## src/logic/exception_pend_pkg.sv

```systemverilog
// Constants shared by the exception pending control slice
package exception_pend_pkg;

    // ************************************************************
    // Register map
    // ************************************************************
    localparam int ADDR_W = 12;
    localparam logic [11:0] INT_CTRL_OFFSET = 12'hD04;
    localparam logic [11:0] EVT_STATUS_OFFSET = 12'h010;
    localparam logic [11:0] EVT_MASK_OFFSET = 12'h014;

    // ************************************************************
    // Field positions of interrupt_control_state
    // ************************************************************
    localparam int SVC_SET_BIT = 28;
    localparam int SVC_CLR_BIT = 27;
    localparam int TICK_SET_BIT = 26;
    localparam int TICK_CLR_BIT = 25;
    localparam int RSVD_HI_BIT = 24;
    localparam int DBG_PREEMPT_BIT = 23;
    localparam int ANY_IRQ_BIT = 22;
    localparam int RSVD_LO_MSB = 21;
    localparam int RSVD_LO_LSB = 18;

    // ************************************************************
    // Event status layout and reset values
    // ************************************************************
    localparam int EVT_W = 3;
    localparam int EVT_TICK = 0;
    localparam int EVT_SVC = 1;
    localparam int EVT_IRQ = 2;
    localparam logic [2:0] EVT_STATUS_RESET = 3'h0;
    localparam logic [2:0] EVT_MASK_RESET = 3'h0;
    localparam logic PENDING_RESET = 1'h0;
    localparam int NUM_PERIPH_IRQ = 30;

    // ************************************************************
    // Bus answers
    // ************************************************************
    localparam logic [1:0] RESP_OKAY = 2'h0;
    localparam logic [1:0] RESP_SLVERR = 2'h2;
    localparam logic [1:0] RESP_DECERR = 2'h3;
    localparam logic [3:0] FULL_STRB = 4'hF;
    localparam logic [31:0] READ_ZERO = 32'h00000000;

    // Word hit on a register offset
    function automatic logic regHit(input logic [11:0] addr,
                                    input logic [11:0] offset);
        regHit = (addr[11:2] == offset[11:2]);
    endfunction : regHit

    // Privileged, word aligned access
    function automatic logic accessOk(input logic [11:0] addr,
                                      input logic privileged);
        accessOk = privileged && (addr[1:0] == 2'h0);
    endfunction : accessOk

endpackage : exception_pend_pkg

```

## src/logic/pending_state.sv

```systemverilog
// One exception pending flag with set and clear
`timescale 1ns/1ps
`default_nettype none
module pending_state
    import exception_pend_pkg::*;
(
    // Clock and reset
    input wire logic core_clk,
    input wire logic rst_n,
    // Requests
    input wire logic setReq,
    input wire logic clrReq,
    // State
    output logic pending_q
);

    logic pending_d;

    // Set wins so a new request is never lost
    assign pending_d = setReq ? 1'b1 : (clrReq ? 1'b0 : pending_q);

    always_ff @(posedge core_clk or negedge rst_n)
    begin
        if (!rst_n)
            pending_q <= PENDING_RESET;
        else
            pending_q <= pending_d;
    end

endmodule : pending_state
`default_nettype wire

```

## src/logic/event_status.sv

```systemverilog
// Sticky event status with mask and one interrupt level
`timescale 1ns/1ps
`default_nettype none
module event_status
    import exception_pend_pkg::*;
#(
    parameter int W = EVT_W
)
(
    // Clock and reset
    input wire logic core_clk,
    input wire logic rst_n,
    // Events and software access
    input wire logic [W-1:0] evt,
    input wire logic statusWr,
    input wire logic maskWr,
    input wire logic [W-1:0] wrData,
    // State
    output logic [W-1:0] status_q,
    output logic [W-1:0] mask_q,
    output logic irq_q
);

    logic [W-1:0] status_d;
    logic [W-1:0] clrBits;

    assign clrBits = statusWr ? wrData : '0;
    // Event in the clearing cycle survives
    assign status_d = evt | (status_q & ~clrBits);

    always_ff @(posedge core_clk or negedge rst_n)
    begin
        if (!rst_n)
        begin
            status_q <= W'(EVT_STATUS_RESET);
            mask_q <= W'(EVT_MASK_RESET);
            irq_q <= 1'b0;
        end
        else
        begin
            status_q <= status_d;
            if (maskWr)
                mask_q <= wrData;
            irq_q <= |(status_q & mask_q);
        end
    end

endmodule : event_status
`default_nettype wire

```

## src/logic/exception_pend_control_status.sv

```systemverilog
// Pending control and status slice of the interrupt control register
//
// Behaviour
// - A one written to bit 27 clears the service call pending state.
// - Bit 26 reads back whether the tick exception is pending.
// - A one written to bit 26 makes the tick exception pending.
// - Writing a one to bit 25 makes bit 26 read zero again.
// - A one written to bit 25 clears the tick pending state.
// - Bit 24 and bits 21:18 read zero and software keeps them.
// - Bit 23 shows whether leaving debug halt will take an interrupt.
// - Bit 23 reads zero whenever the core is not in debug mode.
// - Bit 22 reads one while any peripheral interrupt is pending.
// - Bit 22 looks only at peripheral interrupts, not NMI or faults.
// - Only a software write to bit 28 pends the service call.
// - Only privileged aligned word accesses reach the register.
//
// The address map and register access over AXI4-Lite were left to the implementer.
`timescale 1ns/1ps
`default_nettype none
module exception_pend_control_status
    import exception_pend_pkg::*;
#(
    parameter int NUM_IRQ = NUM_PERIPH_IRQ
)
(
    // Clock and reset
    input wire logic core_clk,
    input wire logic rst_n,
    // AXI4-Lite write address
    input wire logic [11:0] s_axi_awaddr,
    input wire logic [2:0] s_axi_awprot,
    input wire logic s_axi_awvalid,
    output logic s_axi_awready,
    // AXI4-Lite write data
    input wire logic [31:0] s_axi_wdata,
    input wire logic [3:0] s_axi_wstrb,
    input wire logic s_axi_wvalid,
    output logic s_axi_wready,
    // AXI4-Lite write response
    output logic [1:0] s_axi_bresp,
    output logic s_axi_bvalid,
    input wire logic s_axi_bready,
    // AXI4-Lite read address
    input wire logic [11:0] s_axi_araddr,
    input wire logic [2:0] s_axi_arprot,
    input wire logic s_axi_arvalid,
    output logic s_axi_arready,
    // AXI4-Lite read data
    output logic [31:0] s_axi_rdata,
    output logic [1:0] s_axi_rresp,
    output logic s_axi_rvalid,
    input wire logic s_axi_rready,
    // Core side status
    input wire logic [NUM_IRQ-1:0] periphIrqPending,
    input wire logic debugHalted,
    input wire logic releaseTakesIrq,
    // Core side exception events
    input wire logic tickEvent,
    input wire logic serviceAck,
    input wire logic tickAck,
    // Pending state and interrupt
    output logic servicePending,
    output logic tickPending,
    output logic irq
);

    // ************************************************************
    // Write channel capture
    // ************************************************************
    logic awHeld_q;
    logic wHeld_q;
    logic [11:0] awAddr_q;
    logic awPriv_q;
    logic [31:0] wData_q;
    logic [3:0] wStrb_q;
    logic bValid_q;
    logic [1:0] bResp_q;
    logic doWrite;

    assign s_axi_awready = !awHeld_q && !bValid_q;
    assign s_axi_wready = !wHeld_q && !bValid_q;
    assign doWrite = awHeld_q && wHeld_q && !bValid_q;
    assign s_axi_bvalid = bValid_q;
    assign s_axi_bresp = bResp_q;

    always_ff @(posedge core_clk or negedge rst_n)
    begin
        if (!rst_n)
        begin
            awHeld_q <= 1'b0;
            awAddr_q <= 12'h000;
            awPriv_q <= 1'b0;
        end
        else if (s_axi_awvalid && s_axi_awready)
        begin
            awHeld_q <= 1'b1;
            awAddr_q <= s_axi_awaddr;
            awPriv_q <= s_axi_awprot[0];
        end
        else if (doWrite)
            awHeld_q <= 1'b0;
    end

    always_ff @(posedge core_clk or negedge rst_n)
    begin
        if (!rst_n)
        begin
            wHeld_q <= 1'b0;
            wData_q <= 32'h00000000;
            wStrb_q <= 4'h0;
        end
        else if (s_axi_wvalid && s_axi_wready)
        begin
            wHeld_q <= 1'b1;
            wData_q <= s_axi_wdata;
            wStrb_q <= s_axi_wstrb;
        end
        else if (doWrite)
            wHeld_q <= 1'b0;
    end

    // ************************************************************
    // Write decode
    // ************************************************************
    logic wrHitCtrl;
    logic wrHitStatus;
    logic wrHitMask;
    logic wrMapped;
    logic wrAllowed;
    logic [1:0] wrResp;

    assign wrHitCtrl = regHit(awAddr_q, INT_CTRL_OFFSET);
    assign wrHitStatus = regHit(awAddr_q, EVT_STATUS_OFFSET);
    assign wrHitMask = regHit(awAddr_q, EVT_MASK_OFFSET);
    assign wrMapped = wrHitCtrl || wrHitStatus || wrHitMask;
    // Word access from privileged code only
    // privilege and alignment
    assign wrAllowed = accessOk(awAddr_q, awPriv_q)
        && (wStrb_q == FULL_STRB);
    assign wrResp = !wrMapped ? RESP_DECERR
        : (wrAllowed ? RESP_OKAY : RESP_SLVERR);

    always_ff @(posedge core_clk or negedge rst_n)
    begin
        if (!rst_n)
        begin
            bValid_q <= 1'b0;
            bResp_q <= RESP_OKAY;
        end
        else if (doWrite)
        begin
            bValid_q <= 1'b1;
            bResp_q <= wrResp;
        end
        else if (s_axi_bready)
            bValid_q <= 1'b0;
    end

    // ************************************************************
    // Pending state of the two exceptions
    // ************************************************************
    logic ctrlWr;
    logic swSvcSet;
    logic swSvcClr;
    logic swTickSet;
    logic swTickClr;
    logic svcSetReq;
    logic svcClrReq;
    logic tickSetReq;
    logic tickClrReq;
    logic svcPending_q;
    logic tickPending_q;

    assign ctrlWr = doWrite && wrHitCtrl && wrAllowed;
    assign swSvcSet = ctrlWr && wData_q[SVC_SET_BIT];
    assign swSvcClr = ctrlWr && wData_q[SVC_CLR_BIT];
    assign swTickSet = ctrlWr && wData_q[TICK_SET_BIT];
    assign swTickClr = ctrlWr && wData_q[TICK_CLR_BIT];

    // Both set and clear at once is left to the set
    // conflicting writes resolved
    assign svcSetReq = swSvcSet;
    assign svcClrReq = swSvcClr || serviceAck;
    assign tickSetReq = swTickSet || tickEvent;
    assign tickClrReq = swTickClr || tickAck;

    pending_state svcState
    (
        .core_clk (core_clk),
        .rst_n (rst_n),
        .setReq (svcSetReq),
        .clrReq (svcClrReq),
        .pending_q (svcPending_q)
    );

    pending_state tickState
    (
        .core_clk (core_clk),
        .rst_n (rst_n),
        .setReq (tickSetReq),
        .clrReq (tickClrReq),
        .pending_q (tickPending_q)
    );

    assign servicePending = svcPending_q;
    assign tickPending = tickPending_q;

    // ************************************************************
    // Status bits of the slice
    // ************************************************************
    logic anyIrq;
    logic dbgPreempt;
    logic anyIrqPrev_q;

    // NMI and faults never reach this vector
    // peripheral interrupts only
    assign anyIrq = |periphIrqPending;
    assign dbgPreempt = debugHalted && releaseTakesIrq;

    always_ff @(posedge core_clk or negedge rst_n)
    begin
        if (!rst_n)
            anyIrqPrev_q <= 1'b0;
        else
            anyIrqPrev_q <= anyIrq;
    end

    // ************************************************************
    // Event status, mask and interrupt
    // ************************************************************
    logic [EVT_W-1:0] evt;
    logic [EVT_W-1:0] evtStatus_q;
    logic [EVT_W-1:0] evtMask_q;
    logic statusWr;
    logic maskWr;

    assign evt[EVT_TICK] = tickSetReq && !tickPending_q;
    assign evt[EVT_SVC] = svcSetReq && !svcPending_q;
    assign evt[EVT_IRQ] = anyIrq && !anyIrqPrev_q;
    assign statusWr = doWrite && wrHitStatus && wrAllowed;
    assign maskWr = doWrite && wrHitMask && wrAllowed;

    event_status #(.W(EVT_W)) events
    (
        .core_clk (core_clk),
        .rst_n (rst_n),
        .evt (evt),
        .statusWr (statusWr),
        .maskWr (maskWr),
        .wrData (wData_q[EVT_W-1:0]),
        .status_q (evtStatus_q),
        .mask_q (evtMask_q),
        .irq_q (irq)
    );

    // ************************************************************
    // Read path
    // ************************************************************
    logic rdHitCtrl;
    logic rdHitStatus;
    logic rdHitMask;
    logic rdMapped;
    logic rdAllowed;
    logic [31:0] ctrlWord;
    logic [31:0] rdWord;
    logic [1:0] rdResp;
    logic rValid_q;
    logic [31:0] rData_q;
    logic [1:0] rResp_q;

    // Clear bits read zero, as do all bits outside the slice
    always_comb
    begin
        ctrlWord = READ_ZERO;
        ctrlWord[SVC_SET_BIT] = svcPending_q;
        ctrlWord[TICK_SET_BIT] = tickPending_q;
        ctrlWord[DBG_PREEMPT_BIT] = dbgPreempt;
        ctrlWord[ANY_IRQ_BIT] = anyIrq;
        ctrlWord[RSVD_HI_BIT] = 1'b0;
        ctrlWord[RSVD_LO_MSB:RSVD_LO_LSB] = 4'h0;
    end

    assign rdHitCtrl = regHit(s_axi_araddr, INT_CTRL_OFFSET);
    assign rdHitStatus = regHit(s_axi_araddr, EVT_STATUS_OFFSET);
    assign rdHitMask = regHit(s_axi_araddr, EVT_MASK_OFFSET);
    assign rdMapped = rdHitCtrl || rdHitStatus || rdHitMask;
    assign rdAllowed = accessOk(s_axi_araddr, s_axi_arprot[0]);
    assign rdWord = !(rdMapped && rdAllowed) ? READ_ZERO
        : rdHitCtrl ? ctrlWord
        : rdHitStatus ? {{(32-EVT_W){1'b0}}, evtStatus_q}
        : {{(32-EVT_W){1'b0}}, evtMask_q};
    assign rdResp = !rdMapped ? RESP_DECERR
        : (rdAllowed ? RESP_OKAY : RESP_SLVERR);

    assign s_axi_arready = !rValid_q;
    assign s_axi_rvalid = rValid_q;
    assign s_axi_rdata = rData_q;
    assign s_axi_rresp = rResp_q;

    always_ff @(posedge core_clk or negedge rst_n)
    begin
        if (!rst_n)
        begin
            rValid_q <= 1'b0;
            rData_q <= READ_ZERO;
            rResp_q <= RESP_OKAY;
        end
        else if (s_axi_arvalid && s_axi_arready)
        begin
            rValid_q <= 1'b1;
            rData_q <= rdWord;
            rResp_q <= rdResp;
        end
        else if (s_axi_rready)
            rValid_q <= 1'b0;
    end

endmodule : exception_pend_control_status
`default_nettype wire

```

## config.mk

```make
export PLATFORM = sky130hd
export DESIGN_NAME = exception_pend_control_status
export DESIGN_NICKNAME = d
export VERILOG_FILES = /design/src/logic/exception_pend_pkg.sv /design/src/logic/pending_state.sv /design/src/logic/event_status.sv /design/src/logic/exception_pend_control_status.sv
export SDC_FILE = /design/constraint.sdc
export NUM_CORES = 1
export LEC_CHECK = 0
export CORE_ASPECT_RATIO = 0.8
export CORE_UTILIZATION = 55
export DETAILED_ROUTE_END_ITERATION = 16
export DONT_BUFFER_PORTS = 1
export PLACE_DENSITY = 0.76
export SETUP_SLACK_MARGIN = 0.1
export SYNTH_ARGS = -nofsm -noshare
export SYNTH_HDL_FRONTEND = slang
export SYNTH_SLANG_ARGS = --single-unit
export TNS_END_PERCENT = 20
```

## constraint.sdc

```tcl
create_clock -name core_clk -period 3.5 [get_ports core_clk]
set_input_delay 0.35 -clock core_clk [delete_from_list [all_inputs] [get_ports core_clk]]
set_output_delay 0.35 -clock core_clk [all_outputs]
set_load 0.02 [all_outputs]
```

### Word-level counts from Yosys, hierarchy flattened

Cells that the tools add are included.

| word-level totals | value |
|---|---|
| logic and storage cells | 96 |
| input port bits | 108 |
| register bits | 96 |
| output and inout port bits | 44 |

| operators by class | value |
|---|---|
| reductions and logical operators | 49 |
| multiplexer cells | 19 |
| equal/unequal tests | 7 |
| bitwise logic cells | 4 |

Operators with widths:

| cell | count |
|---|---|
| 29-bit two-way mux | 2 |
| 10-bit by 3-bit == test with 1-bit output (second input constant) | 4 |
| 30-bit OR reduction | 1 |
| 1-bit logical AND | 25 |
| 10-bit == test (second input constant) | 2 |
| 2-bit nonzero test | 6 |
| 1-bit two-way mux | 11 |
| 2-bit two-way mux | 4 |
| 1-bit zero test | 7 |
| 1-bit logical OR | 7 |
| 3-bit bitwise AND | 2 |
| 3-bit two-way mux | 2 |
| 4-bit == test (second input constant) | 1 |
| 2-bit zero test | 2 |
| 3-bit NOT | 1 |
| 3-bit bitwise OR | 1 |
| 3-bit OR reduction | 1 |

### Logic depth before layout (Yosys ltp)

Gate-level depths: netlist (run 1).

| logic depth | value |
|---|---|
| word-level depth | 8 |
| gate-level depth with buffers | 5 |
| depth with buffers taken out | 4 |

### By module

From an unflattened synthesis (run 1), not the netlist that was laid out.

| second synthesis, totals | value |
|---|---|
| cell total of the unflattened synthesis | 200 |
| area total of the unflattened synthesis | 2308.5 sq um |

Modules (own cells, without submodules):

| module | cells each | instances | area each (sq um) | sequential area each (sq um) |
|---|---|---|---|---|
| exception_pend_control_status | 176 | 1 | 1979.4 | 1001.0 |
| event_status | 18 | 1 | 256.5 | 175.2 |
| pending_state | 3 | 2 | 36.3 | 25.0 |

### Worst setup path after synthesis (run 1)

No wires, ideal clock.

| path | value |
|---|---|
| path kind | reg2reg |
| from | register bValid_q (netlist: s_axi_bvalid) |
| to | register wData_q[1] |
| slack | 1.590 ns |
| required time | 3.375 ns |
| cell stages (with the launch flop) | 5 |
| path buffers | 1 |
| arrival | 1.785 ns |
| library setup time | 0.125 ns |
| period minus slack after synthesis | 1.910 ns |
| cell sequence | dfrtp_1 -> nor2_1 -> and2_0 -> clkbuf_1 -> mux2_2 |

| on the way | value |
|---|---|
| word-level cells in the longest chain between the ends | 3 |

RTL lines:

| what | RTL line | source |
|---|---|---|
| from (decl) | exception_pend_control_status.sv:76 | `logic bValid_q;` |
| from (signal assigned) | exception_pend_control_status.sv:147 | `bValid_q <= 1'b0;` |
| from (signal assigned) | exception_pend_control_status.sv:152 | `bValid_q <= 1'b1;` |
| from (signal assigned) | exception_pend_control_status.sv:156 | `bValid_q <= 1'b0;` |
| 1-bit zero test | exception_pend_control_status.sv:81 | `assign s_axi_wready = !wHeld_q && !bValid_q;` |
| 1-bit logical AND | exception_pend_control_status.sv:81 |  |
| net s_axi_wready | exception_pend_control_status.sv:38 | `output logic s_axi_wready,` |
| 1-bit logical AND | exception_pend_control_status.sv:112 | `else if (s_axi_wvalid && s_axi_wready)` |
| to (signal assigned) | exception_pend_control_status.sv:115 | `wData_q <= s_axi_wdata;` |
| to (decl) | exception_pend_control_status.sv:74 | `logic [31:0] wData_q;` |

The timed path passes the listed nets, and every way through them passes these cells.
A chain may end at the register's enable or synchronous reset.

### Final worst setup path (run 1)

| path | value |
|---|---|
| from | register bValid_q (netlist: s_axi_bvalid) |
| to | register wData_q[2] |

The elaborated chain is that of the path after synthesis.

==> results of run 1 <==
final cells by class:
| type | count | area (um2) | area share (%) |
|---|---|---|---|
| Clock inverter | 1 | 7.51 | 0.314 |
| Multi-Input combinational cell | 134 | 947 | 39.6 |
| Sequential cell | 49 | 1230 | 51.2 |
| Timing Repair Buffer | 2 | 37.5 | 1.57 |
| Inverter | 8 | 30.0 | 1.25 |
| Clock buffer | 7 | 76.3 | 3.19 |
| Tap cell | 55 | 68.8 | 2.88 |
cells by family (layout without fill, tap and decap cells):
| logic type | count (synthesis) | in the layout | synth area share, % |
|---|---|---|---|
| multiplexers | 29 | 29 | 14.0 |
| flip-flops | 49 | 49 | 53.0 |
| AO/OA/AOI/OAI | 26 | 26 | 8.17 |
| buffers and inverters | 36 | 18 | 9.95 |
| other | 1 | 25 | 0.162 |
| AND/OR/NAND/NOR | 54 | 54 | 14.8 |
per-layer routing:
metal / wire [um] / share of wire [%] / global-route usage, % / up-vias
met3: 366 / 8.5 / 7.25 / 2
met1: 1840 / 43 / 26.7 / 699
met2: 2070 / 48 / 32.6 / 66
met5: 0 / 0 / 0 / -
li1: - / - / - / 671
met4: 19 / 0.44 / 7.01 / 0
cell usage after synthesis (all sizes together), types with 3 or more instances:
cell type / n / area share (%)
inv: 8 / 1.3
o21ai: 8 / 1.7
a22o: 5 / 1.9
dfrtp: 49 / 53
buf: 26 / 8.3
mux2: 26 / 13
nand2: 8 / 1.3
mux2i: 3 / 1.3
a21oi: 3 / 0.65
nor4: 7 / 2.5
nand4: 7 / 1.9
nor2: 9 / 1.5
nor2b: 3 / 0.81
nor3: 3 / 0.65
or4b: 3 / 1.5
power groups by stage:
stage	Combinational (mW)	Sequential (mW)	Clock, mW
global placement	0.367	0.880	0
global route	0.441	0.906	0.348
CTS	0.405	0.885	0.326
detailed placement	0.390	0.896	0
floorplan	0.368	0.843	0
finish	0.398	0.882	0.312
worst paths after layout:
path | slack (ns) | to | depth (start not counted) | start
min in group asynchronous | 0.57 | awAddr_q[10] | 2 | rst_n
max reg2reg | 1.40 | wData_q[2] | 3 | s_axi_bvalid
min reg2reg | 0.50 | awPriv_q | 1 | awPriv_q
min | 0.14 | s_axi_rvalid | 1 | s_axi_rready
max | 1.40 | wData_q[2] | 3 | s_axi_bvalid
max in group asynchronous | 2.70 | wData_q[26] | 2 | rst_n
registers in the layout (all words and copies together) (netlist names):
register / cells
awAddr_q: 12
events.status_q: 3
awPriv_q: 1
tickState.pending_q: 1
s_axi_rresp: 2
awHeld_q: 1
anyIrqPrev_q: 1
wData_q: 7
svcState.pending_q: 1
events.mask_q: 3
wHeld_q: 1
events.irq_q: 1
wStrb_q: 4
s_axi_bvalid: 1
s_axi_rdata: 7
s_axi_rvalid: 1
s_axi_bresp: 2
metrics by stage:
stage	cells	utilization (%)
after floorplan	219	-
after global placement	246	58.2
after detailed placement	246	58.2
after CTS	256	61.3
after global routing	256	61.3
final	256	61.3
==> out/summary.txt, run 1 <==
initial core utilization: 59.3%
sw power: 0.510 mW
CP max FO: 13
drc violations: 0
CTS Buf Count: 5
slew at the pin with the worst max-slew slack: 0.978 ns
hold slack: 0.144 ns
# port buffers: 0
Max-slew headroom: 33.9%
number of synthesized flops with an enable pin: 0
worst-path cell chain: nor2_1, and2_0, mux2_2
DP HPWL: 3.38 mm
Die Y-Extent: 60.0 um
Async S/R FF share, synth: 100%
Max-Cap Viols: 0
vias: 1438
Die ar.: 4470 um2
YS warnings: 0
post-DR wirelength/cell: 16.8 um
#FFs+latches synth: 49
Syn Area/Cell: 11.9 um2
Worst Path Required: 3.68 ns
status: finished clean
Startpoint Class: flop
crit end category: flop
Flop pwr share: 55.4%
fmax: 0.477 GHz
worst clock skew: 0.0107 ns
Slowest Stage Delay on Critical Path: 0.65 ns
CP arrival: 2.27 ns
sequential fraction of the synthesis area: 53.0%
pre-CTS setup slack: 1.38 ns
vias per inst: 5.62
Site Rows: 20
Routed WL: 4.30 mm
setup ws final: 1.40 ns
first-pass GRT wire length: 6.71 mm
postcts setup bufs: 0
layout cells sized above 1: 19.4%
DRT iter0 DRCs: 69
synthesized area: 2310 um2
vias in the first global route: 1443
gr usage total: 20.7%
grt total ovfl: 0
hold_buf cts: 2
Clock transition at path regs: 0.08 ns
Setup TNS: 0 ns
initial antenna violation count: 0
routability cong.: 0.764
PwrDens: 665 nW/um2
Syn Inst Count: 195
Skew-Pair Late Insertion Delay: 0.30 ns
commonest non-fill, non-tap cell in the layout: dfrtp_1
core box area: 3900 um2
VDD IR max: 0.000422 V
max-slew violation count: 0
CTS root buf: clkbuf_8
Final Hold Viols: 0
most frequent cells in the layout: dfrtp_1, mux2_2, conb_1
fin crit share: 59.9%
cts repair resizes: 0
clock share of power: 19.6%
Top delay family on crit path: simple AND/OR/NAND/NOR gates
Tot Pwr: 1.59 mW
combinational power share: 25.0%
Filler Cell Count: 333
clock buffer depth: 2
n_diodes: 0
CTS tree: done
fin crit period: 2.10 ns
WP buf/inv: 0
Net Sw Frac: 32.0%
P_leak: 1.05 nW
num ports: 152
final design area excluding fillers: 2390 um2
slowest CP cell: and2_0
dpl cell area: 2270 um2
top_reg_cell synth: dfrtp_1
maximum number of pins on one net before global-route repair: 50
Final nets: 308
Yosys cell types: 42
drt first pass iters: 4
htree depth: 2
CTS Sinks: 49
P&R area growth vs syn: 3.46%
Routed Antenna Nets: 0
min-delay worst type: in2reg
Die Wd: 74.5 um
unrepaired setup endpoints after global routing: no
# setup viols final: 0
internal power: 1.08 mW
WS Path Type: reg2reg
Note: power is estimated with default switching activity, not from simulation.
==> run 2: changes to the inputs <==
Settings changed: ABC_AREA set to 1.
Clock period 3.5 ns to 1.95 ns, I/O delays scaled along.
==> run 2 against run 1 <==
Effect of this change: clock-buffer cell count is the same; synthesized area increased by 8.0%; wire length is 10% higher; setup slack worse by 1.1 ns; first-iteration DRC count grew 58%; utilization increased by 0.71 points; final area up 10%; critical path depth increased by 3; maximum frequency increased by 30%.
==> out/summary.txt, run 2 <==
Tot Pwr: 2.91 mW (+83%)
most frequent cells in the layout: nor2_1, dfrtp_1, nand2_1
Setup TNS: 0 ns (unchanged)
Largest Register: awAddr_q
Yosys top cell area share: 49.1% (-3.9 points)
Syn Area/Cell: 8.30 um2 (-30%)
core box area: 4260 um2 (+9.0%)
sequential fraction of the synthesis area: 49.1% (-3.9 points)
htree depth: 2 (unchanged)
CTS Buf Count: 5 (unchanged)
Net Sw Frac: 33.7% (+1.7 points)
Routed Antenna Nets: 0 (unchanged)
worst reg2reg setup slack: 0.33 ns (-1.07 ns)
clock buffer depth: 2 (unchanged)
# setup viols final: 0 (unchanged)
fin crit period: 1.62 ns (-0.479 ns)
routability cong.: 0.763 (-0.20%)
initial antenna violation count: 0 (unchanged)
CP arrival: 1.80 ns (-0.47 ns)
num ports: 152 (unchanged)
WHS Path Cells: 1 (unchanged)
PwrDens: 1100 nW/um2 (+66%)
sw power: 0.980 mW (+92%)
Final Hold Viols: 0 (unchanged)
n_diodes: 0 (unchanged)
VDD IR max: 0.000877 V (+110%)
vias per inst: 5.10 (-9.2%)
status: finished clean
grt total ovfl: 0 (unchanged)
vias in the first global route: 1687 (+17%)
commonest non-fill, non-tap cell in the layout: nor2_1
Hold EP: awAddr_q[6]
min-delay worst type: in2reg
Yosys cell types: 23 (-45%)
Worst Path Required: 2.13 ns (-1.55 ns)
post-synth top area cell: dfrtp_1
fin crit share: 82.9% (+23 points)
top_reg_cell synth: dfrtp_1
R2R Path Start: s_axi_bvalid
fmax: 0.619 GHz (+30%)
cell count of the worst reg-to-reg path: 6 (+3)
gr usage total: 20.2% (-0.50 points)
synthesized area: 2500 um2 (+8.0%)
combinational power share: 27.5% (+2.5 points)
Placed Instances: 359 (+46%)
maximum number of pins on one net before global-route repair: 50 (unchanged)
Die Wd: 77.4 um (+3.8%)
Final nets: 421 (+37%)
dpl cell area: 2500 um2 (+9.9%)
r2r endpoint: svcState.pending_q
YS warnings: 0 (unchanged)
vias: 1887 (+31%)
Syn Inst Count: 301 (+54%)
clock share of power: 20.2% (+0.6 points)
main area contributors after synthesis: dfrtp_1, nor2_1, buf_4
# port buffers: 0 (unchanged)
cts repair resizes: 0 (unchanged)
CTS Sinks: 49 (unchanged)
Skew-Pair Late Insertion Delay: 0.30 ns (about the same)
CTS tree: done
drc violations: 0 (unchanged)
hold_buf cts: 4 (+2)
top-count cell post-synth: nor2_1
max reg flops: 12 (unchanged)
Routed WL: 4.73 mm (+10%)
Startpoint Class: flop
postcts setup bufs: 0 (unchanged)
Max-slew headroom: 62.7% (+29 points)
P_leak: 1.31 nW (+24%)
top cells by count, synth: nor2_1, dfrtp_1, nand2_1, inv_1, buf_4
Async S/R FF share, synth: 100% (unchanged)
unrepaired setup endpoints after global routing: no
Clock transition at path regs: 0.09 ns (about the same)
Site Rows: 21 (+5.0%)
Final Util: 62.0% (+0.71 points)
crit end category: flop
DP HPWL: 3.63 mm (+7.3%)
first-pass GRT wire length: 7.51 mm (+12%)
#FFs+latches synth: 49 (unchanged)
Die Y-Extent: 62.3 um (+3.8%)
final design area excluding fillers: 2640 um2 (+10%)
Max-Cap Viols: 0 (unchanged)
P&R area growth vs syn: 5.66%
CTS root buf: clkbuf_8
max-slew violation count: 0 (unchanged)
Hold Startpoint: s_axi_awaddr[6]
post-DR wirelength/cell: 12.8 um (-24%)
number of synthesized flops with an enable pin: 0 (unchanged)
Die ar.: 4820 um2 (+7.8%)
DRT iter0 DRCs: 109 (+58%)
worst clock skew: 0.00798 ns (-0.00270 ns)
Non-Filler Instances: 370 (+45%)
WS Path Type: reg2reg
slew at the pin with the worst max-slew slack: 0.558 ns (-0.420 ns)
initial core utilization: 58.7% (-0.56 points)
drt first pass iters: 4 (unchanged)
CP max FO: 9 (-4)
internal power: 1.93 mW (+78%)
Flop pwr share: 52.3% (-3.1 points)
layout cells sized above 1: 9.27% (-10 points)
==> run 2: cell count changes after synthesis, sizes merged, moves of 5 or more <==
cell   before  now
nand2       8   48
mux2       26   13
inv         8   39
nand3       1   23
nor4        7    0
a21oi       3   11
o21ai       8   15
a22o        5    0
nor2        9   57
==> run 2: cell type report <==
type,count,area [um2]
Clock buffer,7,86.3
Fill cell,368,1620
Inverter,39,146
Multi-Input combinational cell,209,1010
Sequential cell,49,1230
Tap cell,57,71.3
Timing Repair Buffer,9,95.1
==> run 2: worst max-delay path, stage by stage (launching register included) <==
cell	delay [ns]
dfrtp_1	0.50
inv_2	0.11
nand3_2	0.12
nor3_4	0.40
nand2_1	0.13
o21ai_0	0.17
nand2_1	0.07
==> run 2: metal layers <==
layer / wire length (um) / track usage, % / part of all wire, %
met1: 2030 / 25.2 / 43
met2: 2260 / 32.6 / 48
met4: 51 / 7.78 / 1.1
met3: 389 / 6.47 / 8.2
met5: 0 / 0 / 0
==> run 2: cells by family (layout without fill, tap and decap cells) <==
| kind of cell | after synthesis | count (layout) | share of synthesized area (%) |
|---|---|---|---|
| buffers and inverters | 67 | 55 | 13.9 |
| muxes | 13 | 13 | 5.86 |
| and+or+nand+nor | 141 | 141 | 24.5 |
| AOI/OAI and AO/OA | 30 | 30 | 6.46 |
| other | 1 | 25 | 0.150 |
| DFF | 49 | 49 | 49.1 |
==> run 2: metrics by stage <==
step           hold WS [ns]  setup WS (ns)
3_5_place_dp        -0.0999          0.358
6_report             0.0377          0.334
5_1_grt              0.0354          0.174
3_3_place_gp        -0.0997          0.388
2_1_floorplan        -0.101          0.395
4_1_cts              0.0337          0.342
==> run 2: how the worst max path moves through the flow <==
| stage | from | to | cells past startpoint |
|---|---|---|---|
| floorplan | s_axi_bvalid | wData_q[1] | 5 |
| global placement | s_axi_bvalid | events.mask_q[0] | 6 |
| detailed placement | s_axi_bvalid | tickState.pending_q | 6 |
| CTS | s_axi_bvalid | tickState.pending_q | 6 |
| global route | s_axi_bvalid | tickState.pending_q | 6 |
| finish | s_axi_bvalid | svcState.pending_q | 6 |
==> run 2: power by group through the flow <==
stage,logic (mW),registers (mW),clock network (mW)
after global routing,0.900,1.56,0.630
after global placement,0.738,1.52,0
after CTS,0.802,1.52,0.602
final,0.799,1.52,0.588
after floorplan,0.662,1.49,0
after detailed placement,0.769,1.54,0
